### config.mk
export PLATFORM = sky130hd
export DESIGN_NAME = ssram_host
export DESIGN_NICKNAME = d
export VERILOG_FILES = /design/src/common/ssram_pkg.sv /design/src/logic/ssram_tick.sv /design/src/logic/ssram_host.sv
export SDC_FILE = /design/constraint.sdc
export NUM_CORES = 1
export LEC_CHECK = 0
export ABC_AREA = 1
export BUFFER_PORTS_ARGS = -buffer_cell sky130_fd_sc_hd__buf_4
export CAP_MARGIN = 20
export CORE_MARGIN = 1.5
export CORE_UTILIZATION = 55
export CTS_CLUSTER_DIAMETER = 200
export DETAILED_ROUTE_END_ITERATION = 10
export GPL_ROUTABILITY_DRIVEN = 0
export GPL_TIMING_DRIVEN = 0
export PLACE_DENSITY = 0.83
export SLEW_MARGIN = 20
export SYNTH_ARGS = -nofsm -noshare
export SYNTH_HDL_FRONTEND = slang
export SYNTH_SLANG_ARGS = --single-unit
### constraint.sdc
create_clock -name clk_sys_in -period 3.31 [get_ports clk_sys_in]
set_input_delay 0.331 -clock clk_sys_in [delete_from_list [all_inputs] [get_ports clk_sys_in]]
set_output_delay 0.331 -clock clk_sys_in [all_outputs]
set_load 0.03 [all_outputs]
### src/common/ssram_pkg.sv
// Constants, encodings and timing for the serial SRAM host controller
package ssram_pkg;
    // Opcodes understood by the memory
    localparam logic [7:0] OP_READ = 8'h03;
    localparam logic [7:0] OP_WRITE = 8'h02;
    localparam logic [7:0] OP_RD_MODE = 8'h05;
    localparam logic [7:0] OP_WR_MODE = 8'h01;
    localparam logic [7:0] OP_DUAL = 8'h3B;
    localparam logic [7:0] OP_QUAD = 8'h38;
    localparam logic [7:0] OP_RST_W = 8'hFF;

    // Operating-mode register field and codes
    localparam int MODE_HI = 7;
    localparam int MODE_LO = 6;
    localparam logic [1:0] MODE_BYTE = 2'h0;
    localparam logic [1:0] MODE_PAGE = 2'h2;
    localparam logic [1:0] MODE_SEQ = 2'h1;
    localparam logic [1:0] MODE_RSVD = 2'h3;
    localparam logic [7:0] MODE_RESET = 8'h40;
    localparam logic [5:0] MODE_RSVD_BITS = 6'h00;

    localparam int ADDR_BITS = 24;
    localparam logic [5:0] DUAL_DUMMY_CLKS = 6'h04;

    // Host register map (byte addresses)
    localparam logic [7:0] REG_CTRL = 8'h00;
    localparam logic [7:0] REG_ADDR = 8'h04;
    localparam logic [7:0] REG_WDATA = 8'h08;
    localparam logic [7:0] REG_RDATA = 8'h0C;
    localparam logic [7:0] REG_STATUS = 8'h10;
    localparam int ST_BUSY_POS = 0;
    localparam int ST_WIDTH_LO = 1;
    localparam int ST_ERR_POS = 4;
    localparam int ST_MODE_LO = 8;

    // Serial clock half period in system clocks
    localparam int SCK_HALF_DIV = 4;

    // Chip-select spacing
    localparam int CLK_PERIOD_NS = 20;
    localparam int CS_SETUP_NS = 32;
    localparam int CS_HOLD_NS = 50;
    localparam int CS_DISABLE_NS = 32;
    localparam logic [3:0] CS_SETUP_CYC = 4'((CS_SETUP_NS + CLK_PERIOD_NS - 1) / CLK_PERIOD_NS);
    localparam logic [3:0] CS_HOLD_CYC = 4'((CS_HOLD_NS + CLK_PERIOD_NS - 1) / CLK_PERIOD_NS);
    localparam logic [3:0] CS_DISABLE_CYC =
        4'((CS_DISABLE_NS + CLK_PERIOD_NS - 1) / CLK_PERIOD_NS);

    typedef enum logic [1:0] {
        W_SINGLE = 2'h0,
        W_DUAL = 2'h1,
        W_QUAD = 2'h2
    } ssram_width_type;

    typedef enum logic [2:0] {
        CMD_READ = 3'h0,
        CMD_WRITE = 3'h1,
        CMD_RD_MODE = 3'h2,
        CMD_WR_MODE = 3'h3,
        CMD_DUAL = 3'h4,
        CMD_QUAD = 3'h5,
        CMD_RST_W = 3'h6,
        CMD_RECOVER = 3'h7
    } ssram_cmd_type;

    typedef enum logic [2:0] {
        ST_IDLE = 3'b000,
        ST_SETUP = 3'b001,
        ST_TX = 3'b011,
        ST_DUMMY = 3'b010,
        ST_RX = 3'b110,
        ST_HOLD = 3'b111,
        ST_GAP = 3'b101
    } ssram_state_type;
endpackage

### src/logic/ssram_tick.sv
// Enable-pulse divider that paces the serial clock edges
`timescale 1ns/1ps
module ssram_tick #(
    parameter int unsigned DIV = 4
) (
    input wire logic clk_sys_in,
    input wire logic nrst_in,
    input wire logic run_in,
    output logic tick_out
);
    localparam int CW = $clog2(DIV + 1);
    logic [CW-1:0] cnt_r;

    // Restart on every run so the first edge is a full half period after the start
    always_ff @(posedge clk_sys_in or negedge nrst_in)
    begin
        if (!nrst_in)
        begin
            cnt_r <= '0;
            tick_out <= 1'b0;
        end
        else if (!run_in)
        begin
            cnt_r <= '0;
            tick_out <= 1'b0;
        end
        else if (cnt_r == CW'(DIV - 1))
        begin
            cnt_r <= '0;
            tick_out <= 1'b1;
        end
        else
        begin
            cnt_r <= cnt_r + 1'b1;
            tick_out <= 1'b0;
        end
    end
endmodule

### src/logic/ssram_host.sv
// Host controller driving a serial SRAM over single, dual or quad lines
`timescale 1ns/1ps
module ssram_host
    import ssram_pkg::*;
#(
    parameter int unsigned HALF_DIV = ssram_pkg::SCK_HALF_DIV,
    parameter logic [5:0] QUAD_DUMMY_CLKS = 6'h02
) (
    input wire logic clk_sys_in,
    input wire logic nrst_in,
    input wire logic [7:0] reg_addr_in,
    input wire logic [31:0] reg_wdata_in,
    input wire logic reg_wr_in,
    input wire logic reg_rd_in,
    output logic [31:0] reg_rdata_out,
    output logic busy_out,
    output logic cs_n_out,
    output logic sck_out,
    output logic [3:0] sio_out,
    output logic [3:0] sio_oe_n_out,
    input wire logic [3:0] sio_in
);
    ssram_state_type state_r;
    ssram_width_type width_r;
    ssram_width_type frame_w_r;
    ssram_cmd_type cmd_r;
    logic [23:0] addr_r;
    logic [7:0] wdata_r;
    logic [7:0] rdata_r;
    logic [7:0] mode_r;
    logic err_r;
    logic recov_pend_r;
    logic [39:0] tx_sh_r;
    logic [7:0] rx_sh_r;
    logic [5:0] clk_cnt_r;
    logic [5:0] dummy_r;
    logic rx_on_r;
    logic [3:0] wait_r;
    logic [3:0] sio_meta_r;
    logic [3:0] sio_sync_r;
    logic sck_r;
    logic tick;
    logic run;
    logic rise;
    logic fall;
    logic last_clk;
    logic ctrl_wr;
    logic start;
    logic refuse;
    logic frame_end;
    ssram_cmd_type p_cmd;
    ssram_width_type p_w;
    logic [39:0] p_tx;
    logic [2:0] p_bytes;
    logic [5:0] p_dummy;
    logic p_rx;
    logic [5:0] p_cpb;

    function automatic logic [5:0] clks_per_byte(input ssram_width_type w);
        case (w)
            W_DUAL: clks_per_byte = 6'h04;
            W_QUAD: clks_per_byte = 6'h02;
            default: clks_per_byte = 6'h08;
        endcase
    endfunction

    function automatic logic [39:0] shift_tx(input logic [39:0] v, input ssram_width_type w);
        case (w)
            W_DUAL: shift_tx = {v[37:0], 2'h0};
            W_QUAD: shift_tx = {v[35:0], 4'h0};
            default: shift_tx = {v[38:0], 1'b0};
        endcase
    endfunction

    // Line 3 stays a driven-high pause pin outside quad width
    function automatic logic [3:0] tx_lines(input logic [39:0] v, input ssram_width_type w);
        case (w)
            W_DUAL: tx_lines = {2'h2, v[39:38]};
            W_QUAD: tx_lines = v[39:36];
            default: tx_lines = {3'h4, v[39]};
        endcase
    endfunction

    function automatic logic [3:0] tx_oe_n(input ssram_width_type w);
        case (w)
            W_DUAL: tx_oe_n = 4'h4;
            W_QUAD: tx_oe_n = 4'h0;
            default: tx_oe_n = 4'h6;
        endcase
    endfunction

    function automatic logic [3:0] rx_oe_n(input ssram_width_type w);
        case (w)
            W_DUAL: rx_oe_n = 4'h7;
            W_QUAD: rx_oe_n = 4'hF;
            default: rx_oe_n = 4'h6;
        endcase
    endfunction

    ssram_tick #(
        .DIV(HALF_DIV)
    ) u_tick (
        .clk_sys_in(clk_sys_in),
        .nrst_in(nrst_in),
        .run_in(run),
        .tick_out(tick)
    );

    assign run = (state_r == ST_TX) || (state_r == ST_DUMMY) || (state_r == ST_RX);
    assign rise = run && tick && !sck_r;
    assign fall = run && tick && sck_r;
    assign last_clk = (clk_cnt_r == 6'h01);
    assign ctrl_wr = reg_wr_in && (reg_addr_in == REG_CTRL);
    assign frame_end = (state_r == ST_HOLD) && (wait_r == 4'h1);

    // Refused: busy, or a mode write carrying the reserved addressing code
    always_comb
    begin
        refuse = 1'b0;
        if (ctrl_wr)
        begin
            if (state_r != ST_IDLE || recov_pend_r)
                refuse = 1'b1;
            else if (ssram_cmd_type'(reg_wdata_in[2:0]) == CMD_WR_MODE &&
                     wdata_r[MODE_HI:MODE_LO] == MODE_RSVD)
                refuse = 1'b1;
        end
    end

    assign start = (state_r == ST_IDLE) && (recov_pend_r || (ctrl_wr && !refuse));

    // Frame plan for the command about to start
    always_comb
    begin
        p_cmd = recov_pend_r ? CMD_RST_W : ssram_cmd_type'(reg_wdata_in[2:0]);
        p_w = width_r;
        p_tx = '0;
        p_bytes = 3'h1;
        p_dummy = 6'h00;
        p_rx = 1'b0;
        case (p_cmd)
            CMD_READ:
            begin
                p_tx = {OP_READ, addr_r, 8'h00};
                p_bytes = 3'h4;
                p_rx = 1'b1;
                if (width_r == W_DUAL)
                    p_dummy = DUAL_DUMMY_CLKS;
                else if (width_r == W_QUAD)
                    p_dummy = QUAD_DUMMY_CLKS;
            end
            CMD_WRITE:
            begin
                p_tx = {OP_WRITE, addr_r, wdata_r};
                p_bytes = 3'h5;
            end
            CMD_RD_MODE:
            begin
                p_tx = {OP_RD_MODE, 32'h0};
                p_rx = 1'b1;
            end
            CMD_WR_MODE:
            begin
                p_tx = {OP_WR_MODE, wdata_r[MODE_HI:MODE_LO], MODE_RSVD_BITS, 24'h0};
                p_bytes = 3'h2;
            end
            CMD_DUAL: p_tx = {OP_DUAL, 32'h0};
            CMD_QUAD: p_tx = {OP_QUAD, 32'h0};
            CMD_RST_W:
            begin
                p_tx = {OP_RST_W, 32'h0};
                if (recov_pend_r)
                    p_w = W_DUAL;
            end
            CMD_RECOVER:
            begin
                // Quad form first; a narrower memory sees a cut frame and drops it
                p_tx = {OP_RST_W, 32'h0};
                p_w = W_QUAD;
            end
            default: p_tx = '0;
        endcase
        p_cpb = clks_per_byte(p_w);
    end

    // Two-flop synchroniser for the data lines
    always_ff @(posedge clk_sys_in or negedge nrst_in)
    begin
        if (!nrst_in)
        begin
            sio_meta_r <= 4'h0;
            sio_sync_r <= 4'h0;
        end
        else
        begin
            sio_meta_r <= sio_in;
            sio_sync_r <= sio_meta_r;
        end
    end

    // Frame sequencer
    always_ff @(posedge clk_sys_in or negedge nrst_in)
    begin
        if (!nrst_in)
        begin
            state_r <= ST_IDLE;
            frame_w_r <= W_SINGLE;
            cmd_r <= CMD_READ;
            tx_sh_r <= '0;
            rx_sh_r <= 8'h00;
            clk_cnt_r <= 6'h00;
            dummy_r <= 6'h00;
            rx_on_r <= 1'b0;
            wait_r <= 4'h0;
        end
        else
        begin
            case (state_r)
                ST_IDLE:
                    if (start)
                    begin
                        cmd_r <= p_cmd;
                        frame_w_r <= p_w;
                        tx_sh_r <= p_tx;
                        clk_cnt_r <= 6'(p_bytes) * p_cpb;
                        dummy_r <= p_dummy;
                        rx_on_r <= p_rx;
                        wait_r <= CS_SETUP_CYC;
                        state_r <= ST_SETUP;
                    end
                ST_SETUP:
                    if (wait_r == 4'h1)
                        state_r <= ST_TX;
                    else
                        wait_r <= wait_r - 4'h1;
                ST_TX:
                    if (fall)
                    begin
                        tx_sh_r <= shift_tx(tx_sh_r, frame_w_r);
                        clk_cnt_r <= clk_cnt_r - 6'h01;
                        if (last_clk)
                        begin
                            if (dummy_r != 6'h00)
                            begin
                                clk_cnt_r <= dummy_r;
                                state_r <= ST_DUMMY;
                            end
                            else if (rx_on_r)
                            begin
                                clk_cnt_r <= clks_per_byte(frame_w_r);
                                state_r <= ST_RX;
                            end
                            else
                            begin
                                wait_r <= CS_HOLD_CYC;
                                state_r <= ST_HOLD;
                            end
                        end
                    end
                ST_DUMMY:
                    if (fall)
                    begin
                        clk_cnt_r <= clk_cnt_r - 6'h01;
                        if (last_clk)
                        begin
                            clk_cnt_r <= clks_per_byte(frame_w_r);
                            state_r <= ST_RX;
                        end
                    end
                ST_RX:
                begin
                    // Memory drives after the falling edge, so sample on the rising one
                    if (rise)
                    begin
                        case (frame_w_r)
                            W_DUAL: rx_sh_r <= {rx_sh_r[5:0], sio_sync_r[1:0]};
                            W_QUAD: rx_sh_r <= {rx_sh_r[3:0], sio_sync_r};
                            default: rx_sh_r <= {rx_sh_r[6:0], sio_sync_r[1]};
                        endcase
                    end
                    if (fall)
                    begin
                        clk_cnt_r <= clk_cnt_r - 6'h01;
                        if (last_clk)
                        begin
                            wait_r <= CS_HOLD_CYC;
                            state_r <= ST_HOLD;
                        end
                    end
                end
                ST_HOLD:
                    if (wait_r == 4'h1)
                    begin
                        wait_r <= CS_DISABLE_CYC;
                        state_r <= ST_GAP;
                    end
                    else
                        wait_r <= wait_r - 4'h1;
                ST_GAP:
                    if (wait_r == 4'h1)
                        state_r <= ST_IDLE;
                    else
                        wait_r <= wait_r - 4'h1;
                default: state_r <= ST_IDLE;
            endcase
        end
    end

    // Pin drivers
    always_ff @(posedge clk_sys_in or negedge nrst_in)
    begin
        if (!nrst_in)
        begin
            cs_n_out <= 1'b1;
            sck_r <= 1'b0;
            sio_out <= 4'h8;
            sio_oe_n_out <= 4'h7;
        end
        else
        begin
            if (start)
            begin
                cs_n_out <= 1'b0;
                sio_out <= tx_lines(p_tx, p_w);
                sio_oe_n_out <= tx_oe_n(p_w);
            end
            else if (frame_end)
            begin
                cs_n_out <= 1'b1;
                sio_out <= 4'h8;
                sio_oe_n_out <= 4'h7;
            end
            else if (fall && state_r == ST_TX)
            begin
                if (last_clk && (dummy_r != 6'h00 || rx_on_r))
                begin
                    sio_out <= 4'h8;
                    sio_oe_n_out <= rx_oe_n(frame_w_r);
                end
                else
                    sio_out <= tx_lines(shift_tx(tx_sh_r, frame_w_r), frame_w_r);
            end
            if (run && tick)
                sck_r <= !sck_r;
        end
    end

    assign sck_out = sck_r;

    // Controller state kept across frames
    always_ff @(posedge clk_sys_in or negedge nrst_in)
    begin
        if (!nrst_in)
        begin
            width_r <= W_SINGLE;
            mode_r <= MODE_RESET;
            rdata_r <= 8'h00;
            recov_pend_r <= 1'b0;
            busy_out <= 1'b0;
        end
        else
        begin
            busy_out <= (state_r != ST_IDLE) || start || recov_pend_r;
            if (state_r == ST_RX && fall && last_clk)
            begin
                rdata_r <= rx_sh_r;
                if (cmd_r == CMD_RD_MODE)
                    mode_r <= rx_sh_r;
            end
            if (frame_end)
            begin
                case (cmd_r)
                    CMD_DUAL: width_r <= W_DUAL;
                    CMD_QUAD: width_r <= W_QUAD;
                    CMD_RST_W:
                    begin
                        width_r <= W_SINGLE;
                        recov_pend_r <= 1'b0;
                    end
                    CMD_RECOVER: recov_pend_r <= 1'b1;
                    CMD_WR_MODE: mode_r <= {wdata_r[MODE_HI:MODE_LO], MODE_RSVD_BITS};
                    default: width_r <= width_r;
                endcase
            end
        end
    end

    // Software registers
    always_ff @(posedge clk_sys_in or negedge nrst_in)
    begin
        if (!nrst_in)
        begin
            addr_r <= 24'h000000;
            wdata_r <= 8'h00;
            err_r <= 1'b0;
        end
        else
        begin
            if (reg_wr_in && reg_addr_in == REG_ADDR)
                addr_r <= reg_wdata_in[23:0];
            if (reg_wr_in && reg_addr_in == REG_WDATA && state_r == ST_IDLE)
                wdata_r <= reg_wdata_in[7:0];
            // A refusal in the clearing cycle keeps the flag set
            if (refuse)
                err_r <= 1'b1;
            else if (reg_wr_in && reg_addr_in == REG_STATUS && reg_wdata_in[ST_ERR_POS])
                err_r <= 1'b0;
        end
    end

    always_ff @(posedge clk_sys_in or negedge nrst_in)
    begin
        if (!nrst_in)
            reg_rdata_out <= 32'h00000000;
        else if (reg_rd_in)
        begin
            case (reg_addr_in)
                REG_ADDR: reg_rdata_out <= {8'h00, addr_r};
                REG_WDATA: reg_rdata_out <= {24'h000000, wdata_r};
                REG_RDATA: reg_rdata_out <= {24'h000000, rdata_r};
                REG_STATUS: reg_rdata_out <= {16'h0000, mode_r, 3'h0, err_r,
                                              1'b0, width_r, busy_out};
                default: reg_rdata_out <= 32'h00000000;
            endcase
        end
        else
            reg_rdata_out <= 32'h00000000;
    end
endmodule

# Yosys cells after proc, flatten, opt, wreduce, memory -nomap -nowiden
# Cells that the tools add are included.
[word_totals] word_cells=208 output_inout_bits=43 inputBits=48 regBits=179
[op_classes] n_eq_ne=47 n_reduce_logical=52 multipliers=1 muxes=79 add_sub_neg=3
[ops] op="$pmux W40 S7" count=1
[ops] op="$pmux W24 S4" count=1
[ops] op="$pmux W40 S2" count=1
[ops] op="$mux W39" count=2
[ops] op="$pmux W39 S2" count=1
[ops] op="$mux W4" count=17
[ops] op="$mux W3" count=16
[ops] op="$mux W6" count=8
[ops] op="$pmux W4 S2" count=5
[ops] op="$eq A3 B3 Y1 const B" count=11
[ops] op="$mux W32" count=1
[ops] op="$mux W8" count=4
[ops] op="$eq A3 B2 Y1 const B" count=8
[ops] op="$ne A2 B2 Y1 const B" count=12
[ops] op="$pmux W6 S4" count=1
[ops] op="$pmux W3 S7" count=1
[ops] op="$pmux W4 S5" count=1
[ops] op="$logic_and A1 B1 Y1" count=17
[ops] op="$eq A8 B4 Y1 const B" count=2
[ops] op="$pmux W8 S2" count=1
[ops] op="$reduce_bool A3 Y1" count=4
[ops] op="$mux W1" count=11
[ops] op="$reduce_and A10 Y1" count=1
[ops] op="$reduce_and A2 Y1" count=5
[ops] op="other kinds (30)" count=50

# Logic depth before layout (Yosys ltp)
[depth] ltp_word=11 depth_mapped=17 ltp_nobuf=17

# Modules after synthesis
# From an unflattened synthesis, not the netlist that was laid out.
[unflattened] hier_cells=1101 area_unflattened_um2=8979.9
[by_module_without_submodules] mod="ssram_host" area_each_um2=8816.0 cells_per_inst=1083 seq_area_each_um2=4086.4 n_inst=1
[by_module_without_submodules] mod="ssram_tick" area_each_um2=163.9 cells_per_inst=18 seq_area_each_um2=100.1 n_inst=1

# Least setup slack after synthesis
# OpenSTA, ideal clock, no wires.
[synth_timing] path_kind="register to register" start="register recov_pend_r" end="register clk_cnt_r[5]" n_path_buf=0 setup_ns=0.125 arrival_time_ns=2.919 synth_period_minus_slack_ns=3.044 stages_incl_launch_ff=17 setup_slack_ns=0.266 t_required_ns=3.185 cell_sequence="dfrtp_1 > nor2_2 > inv_1 > nand2_1 > inv_1 > nand2_1 > o21ai_0 > ha_1 > nand2_1 > fa_1 > inv_1 > ha_1 > fa_1 > xor2_1 > xor2_1 > nand3_1 > nand3_1"
[synth_between] elab_chain_len=9 elab_cells_between_ends=24 classes_between="mul: 1; eq/ne: 7; mux: 9; reduce/logical: 7"
[synth_lines] item="start: declaration" line="ssram_host.sv:32" rtl="logic recov_pend_r;"
[synth_lines] item="start signal: assignment" line="ssram_host.sv:358" rtl="recov_pend_r <= 1'b0;"
[synth_lines] item="start signal: assignment" line="ssram_host.sv:378" rtl="recov_pend_r <= 1'b0;"
[synth_lines] item="start signal: assignment" line="ssram_host.sv:380" rtl="CMD_RECOVER: recov_pend_r <= 1'b1;"
[synth_lines] item="parallel branches: the longest is 9 deep, another holds $mul A3 B6 Y6"
[synth_lines] item="end signal: assignment" line="ssram_host.sv:225" rtl="clk_cnt_r <= 6'(p_bytes) * p_cpb;"
[synth_lines] item="end signal: assignment" line="ssram_host.sv:240" rtl="clk_cnt_r <= clk_cnt_r - 6'h01;"
[synth_lines] item="end signal: assignment" line="ssram_host.sv:245" rtl="clk_cnt_r <= dummy_r;"
[synth_lines] item="end: declaration" line="ssram_host.sv:35" rtl="logic [5:0] clk_cnt_r;"
# Several ways; the timed one is not identified. The select of a mux whose other input is x is not followed.
# A chain may end at the register's enable or synchronous reset.

# Worst setup path after layout
[layout_timing] start="register recov_pend_r" end="register clk_cnt_r[5]"
[layout_between] elab_cells_between_ends=24 classes_between="mul: 1; eq/ne: 7; mux: 9; reduce/logical: 7"
[layout_lines] item="$mux W3" line="ssram_host.sv:135" rtl="p_cmd = recov_pend_r ? CMD_RST_W : ssram_cmd_type'(reg_wdata_in[2:0]);"
[layout_lines] item="$eq A3 B3 Y1" line="ssram_host.sv:141" rtl="case (p_cmd)"
[layout_lines] item="$pmux W2 S2 (*)" line="ssram_host.sv:141"
[layout_lines] item="named net p_w[1]" line="ssram_host.sv:52" rtl="ssram_width_type p_w;"
[layout_lines] item="$eq A2 B2 Y1 / $eq A2 B1 Y1 (equally long branches)" line="ssram_host.sv:60" rtl="case (w)"
[layout_lines] item="$pmux W4 S2 (*)" line="ssram_host.sv:60"
[layout_lines] item="$mul A3 B6 Y6 (*)" line="ssram_host.sv:225"
[layout_lines] item="$mux W6 (*)" line="ssram_host.sv:220" rtl="if (start)"
[layout_lines] item="$pmux W6 S4 (*)" line="ssram_host.sv:218" rtl="case (state_r)"
# The timed path passes the listed nets; every way through them passes the cells marked *. The select of a mux whose other input is x is not followed.

==> impl_metrics.ini <==
[outcome]
status = finished, final reports clean

[final_layout]
n_antenna_cell = 0
final_nets = 1331
fillers = 1268
fin_area_um2 = 10600
syn2layout_area_growth_pct = 18.3
layout-drive-gt1-share_pct = 15.6
stdcell_count = 1494
final_util_pct = 66.7

[die]
start_util_pct = 56.3
rows = 46
dieArea_um2 = 17000
die_h_um = 131
io_pins = 91
core_area_um2 = 15900
die_x_um = 131

[drt]
drtAntennaViolNets = 0
routed_wirelength_mm = 25.8
drt-vias-per-instance = 5.76
num_vias = 8610
drt-pass1-iter-count = 6
wl_per_cell_um = 17.2
dr.first_iter.drc_count = 937
drc = 0

[worst_setup_path]
critPathLaunchType = flop
critical_path_arrival_ns = 3.57
crit_type = reg -> reg
critPathMaxFanout = 6
cp-end-kind = flop
cp_data_required_time_ns = 3.68

[logic_synthesis]
synth.distinct_cells = 49
netlist_instances = 1154
synthTopCellsByArea = dfrtp_1 45%, nand2_1 15%, o21ai_0 6.4%
synth-seq-cells = 167
syn_area_um2 = 8950
avgSynthCellArea_um2 = 7.76
synth_edf_count = 0
synth_top_area_share_pct = 45.0
synth_top_flop_cell = dfrtp_1
yosysTopAreaCell = dfrtp_1
synth-async-reset-ratio_pct = 100
ys_seq_area_share_pct = 46.8
yosys_warnings = 0

[timing]
setup_viol = 0
slew_headroom_pct = 50.0
hold_viol = 0
holdWs_ns = 0.0980
max_freq_ghz = 0.312
tightest_slew_ns = 0.750
fin_crit_ns = 3.20
final-max-slew-violation-count = 0
clock-skew-final_ns = 0.00665
period_share_pct = 96.7

[pwr]
p_comb_share_pct = 35.9
pwr-share-seq_pct = 35.8
p_int_uw = 4490
power.share.clock_pct = 28.3
p_per_area_nw_per_um2 = 700
ir_worst_vdd_uv = 449
p_sw_share_pct = 39.4
p_sw_uw = 2920
p_leak_uw = 0.00523

[placement]
dp_hpwl_mm = 18.1
port_buffers = 73
place_inst = 1451
placed_area_um2 = 9830

[min_path]
min_path_type = in -> reg

[clock_tree]
htree_levels = 4
clockBufferDepth = 2
cts_tree = done
clk-insertion-delay-late_ns = 0.44
cts_sinks = 167
cts-root-buf = clkbuf_16
numCtsBuffers = 17
path_clk_slew_ns = 0.07

[global_route]
grt_pass1_wl_mm = 40.3
grt_max_degree = 88
gr-total-overflow = 0
grt_pass1_vias = 8041
antenna_found_initial = 0
groute.usage.overall_pct = 30.8

[run]
drv_cap = 0
layout by cell type, fill, tap and decap left out, types with 3 or more instances in the layout:
| cell type | netlist | routed |
|---|---|---|
| o211ai_1 | 6 | 6 |
| nor2_1 | 70 | 69 |
| clkbuf_16 | 0 | 17 |
| xor2_1 | 7 | 7 |
| dlygate4sd3_1 | 0 | 5 |
| dfrtp_1 | 161 | 160 |
| a21oi_1 | 57 | 57 |
| a22oi_1 | 5 | 5 |
| o21ai_1 | 9 | 9 |
| mux2i_1 | 6 | 6 |
| clkbuf_1 | 20 | 21 |
| buf_4 | 16 | 94 |
| nor2_2 | 6 | 5 |
| clkinv_4 | 0 | 3 |
| buf_2 | 14 | 14 |
| bufinv_16 | 0 | 3 |
| o221ai_1 | 7 | 7 |
| nand2_4 | 2 | 3 |
| nor2_4 | 5 | 7 |
| o21ai_2 | 3 | 4 |
| nand4_1 | 4 | 4 |
| ha_1 | 16 | 14 |
| dfstp_2 | 6 | 6 |
| inv_2 | 10 | 14 |
| o22ai_1 | 36 | 36 |
| conb_1 | 1 | 8 |
| nand2_1 | 347 | 345 |
| nor3_1 | 9 | 9 |
| o21ai_0 | 115 | 113 |
| nand3_1 | 57 | 57 |
| nand3b_1 | 3 | 3 |
| inv_1 | 122 | 118 |
| inv_6 | 0 | 4 |
| o2111ai_1 | 5 | 5 |
critical path, cell delays in order (launching register included):
cell	delay (ns)
dfrtp_2	0.51
inv_2	0.10
nand2_1	0.16
nand2_1	0.14
nand2_2	0.13
o21ai_2	0.09
ha_1	0.32
nand2_1	0.07
fa_1	0.49
inv_1	0.04
ha_1	0.20
fa_2	0.34
xor2_1	0.16
xor2_1	0.18
nand3_1	0.10
nand3_1	0.10
worst paths after layout:
path	slack, ns	from	cells past startpoint	end
max in group asynchronous	2.02	nrst_in	3	mode_r[5]
setup / recovery	0.11	recov_pend_r	15	clk_cnt_r[5]
min in group asynchronous	0.46	nrst_in	2	tx_sh_r[29]
hold / removal	0.1	reg_wdata_in[19]	3	addr_r[19]
hold reg to reg	0.35	sio_meta_r[3]	0	sio_sync_r[3]
setup reg to reg	0.11	recov_pend_r	15	clk_cnt_r[5]
through the flow:
stage	total power, uW	TNS, ns	setup WS [ns]
floorplan	4490	0	0.266
global placement	5150	-0.161	-0.161
detailed placement	5230	-0.185	-0.185
CTS	7320	0	0.0181
global route	7810	-0.0520	-0.0520
finish	7420	0	0.109
metal layers:
metal | global-route usage, % | vias to the layer above | routed length [um]
met5 | 0 | - | 0
met4 | 14.3 | 0 | 986
met3 | 7.04 | 93 | 2390
met1 | 40.7 | 4020 | 10700
met2 | 48.5 | 521 | 11700
li1 | - | 3976 | -
layout make-up:
| cell class | count | area [um^2] | area share (%) |
|---|---|---|---|
| sequential | 167 | 4190 | 39.6 |
| multi-input combinational | 808 | 4050 | 38.2 |
| tap | 216 | 270 | 2.55 |
| clock buffer | 18 | 429 | 4.05 |
| inverter | 133 | 499 | 4.72 |
| buffer | 53 | 292 | 2.75 |
| timing repair buffer | 85 | 678 | 6.41 |
| clock inverter | 14 | 186 | 1.76 |
state kept, by name, summed over array words and instances (netlist names), 3 cells and up, named ones only:
register	flops
mode_r	8
clk_cnt_r	6
cmd_r	3
sio_oe_n_out	4
sio_sync_r	4
u_tick.cnt_r	3
tx_sh_r	39
wait_r	4
sio_out	4
rdata_r	8
rx_sh_r	8
wdata_r	8
reg_rdata_out	24
sio_meta_r	4
addr_r	24
power groups by stage:
stage	clock network, uW	registers, uW	logic, uW
after floorplan	0	2680	1810
after global placement	0	2660	2490
final	2100	2650	2660
after global routing	2170	2690	2950
after CTS	2090	2640	2590
after detailed placement	0	2670	2560
cell families after synthesis:
family | after synthesis | synth area share [%]
AO/OA/AOI/OAI | 254 | 16.0
XOR/XNOR | 7 | 0.685
adder cells (fa/ha/maj) | 18 | 2.68
buffers and inverters | 186 | 8.83
flip-flops | 167 | 46.8
multiplexers | 8 | 0.923
other | 1 | 0.0419
AND/OR/NAND/NOR | 513 | 24.1
what timing repair did:
item	4_1_cts	5_1_grt
setup buffers	0	6
endpoints found under the setup margin	2	2
resized for setup	5	14
endpoints found under the hold margin	78	0
hold buffers	5	0
pin swaps	1	6
cells in the mapped netlist, types with 4 or more instances:
cell and n:
o221ai_1 7, a21oi_1 57, inv_1 122, nor2_2 6, a22oi_1 5, clkbuf_1 20, o211ai_1 6, ha_1 16
mux2i_1 6, o21ai_0 115, o2111ai_1 5, nand4_1 4, buf_4 16, inv_2 10, nand3_1 57, o21ai_1 9
xor2_1 7, nor2_1 70, dfstp_2 6, buf_2 14, nor3_1 9, o22ai_1 36, dfrtp_1 161, nor2_4 5
nand2_1 347
No activity file was read; power rests on OpenSTA's default activity.
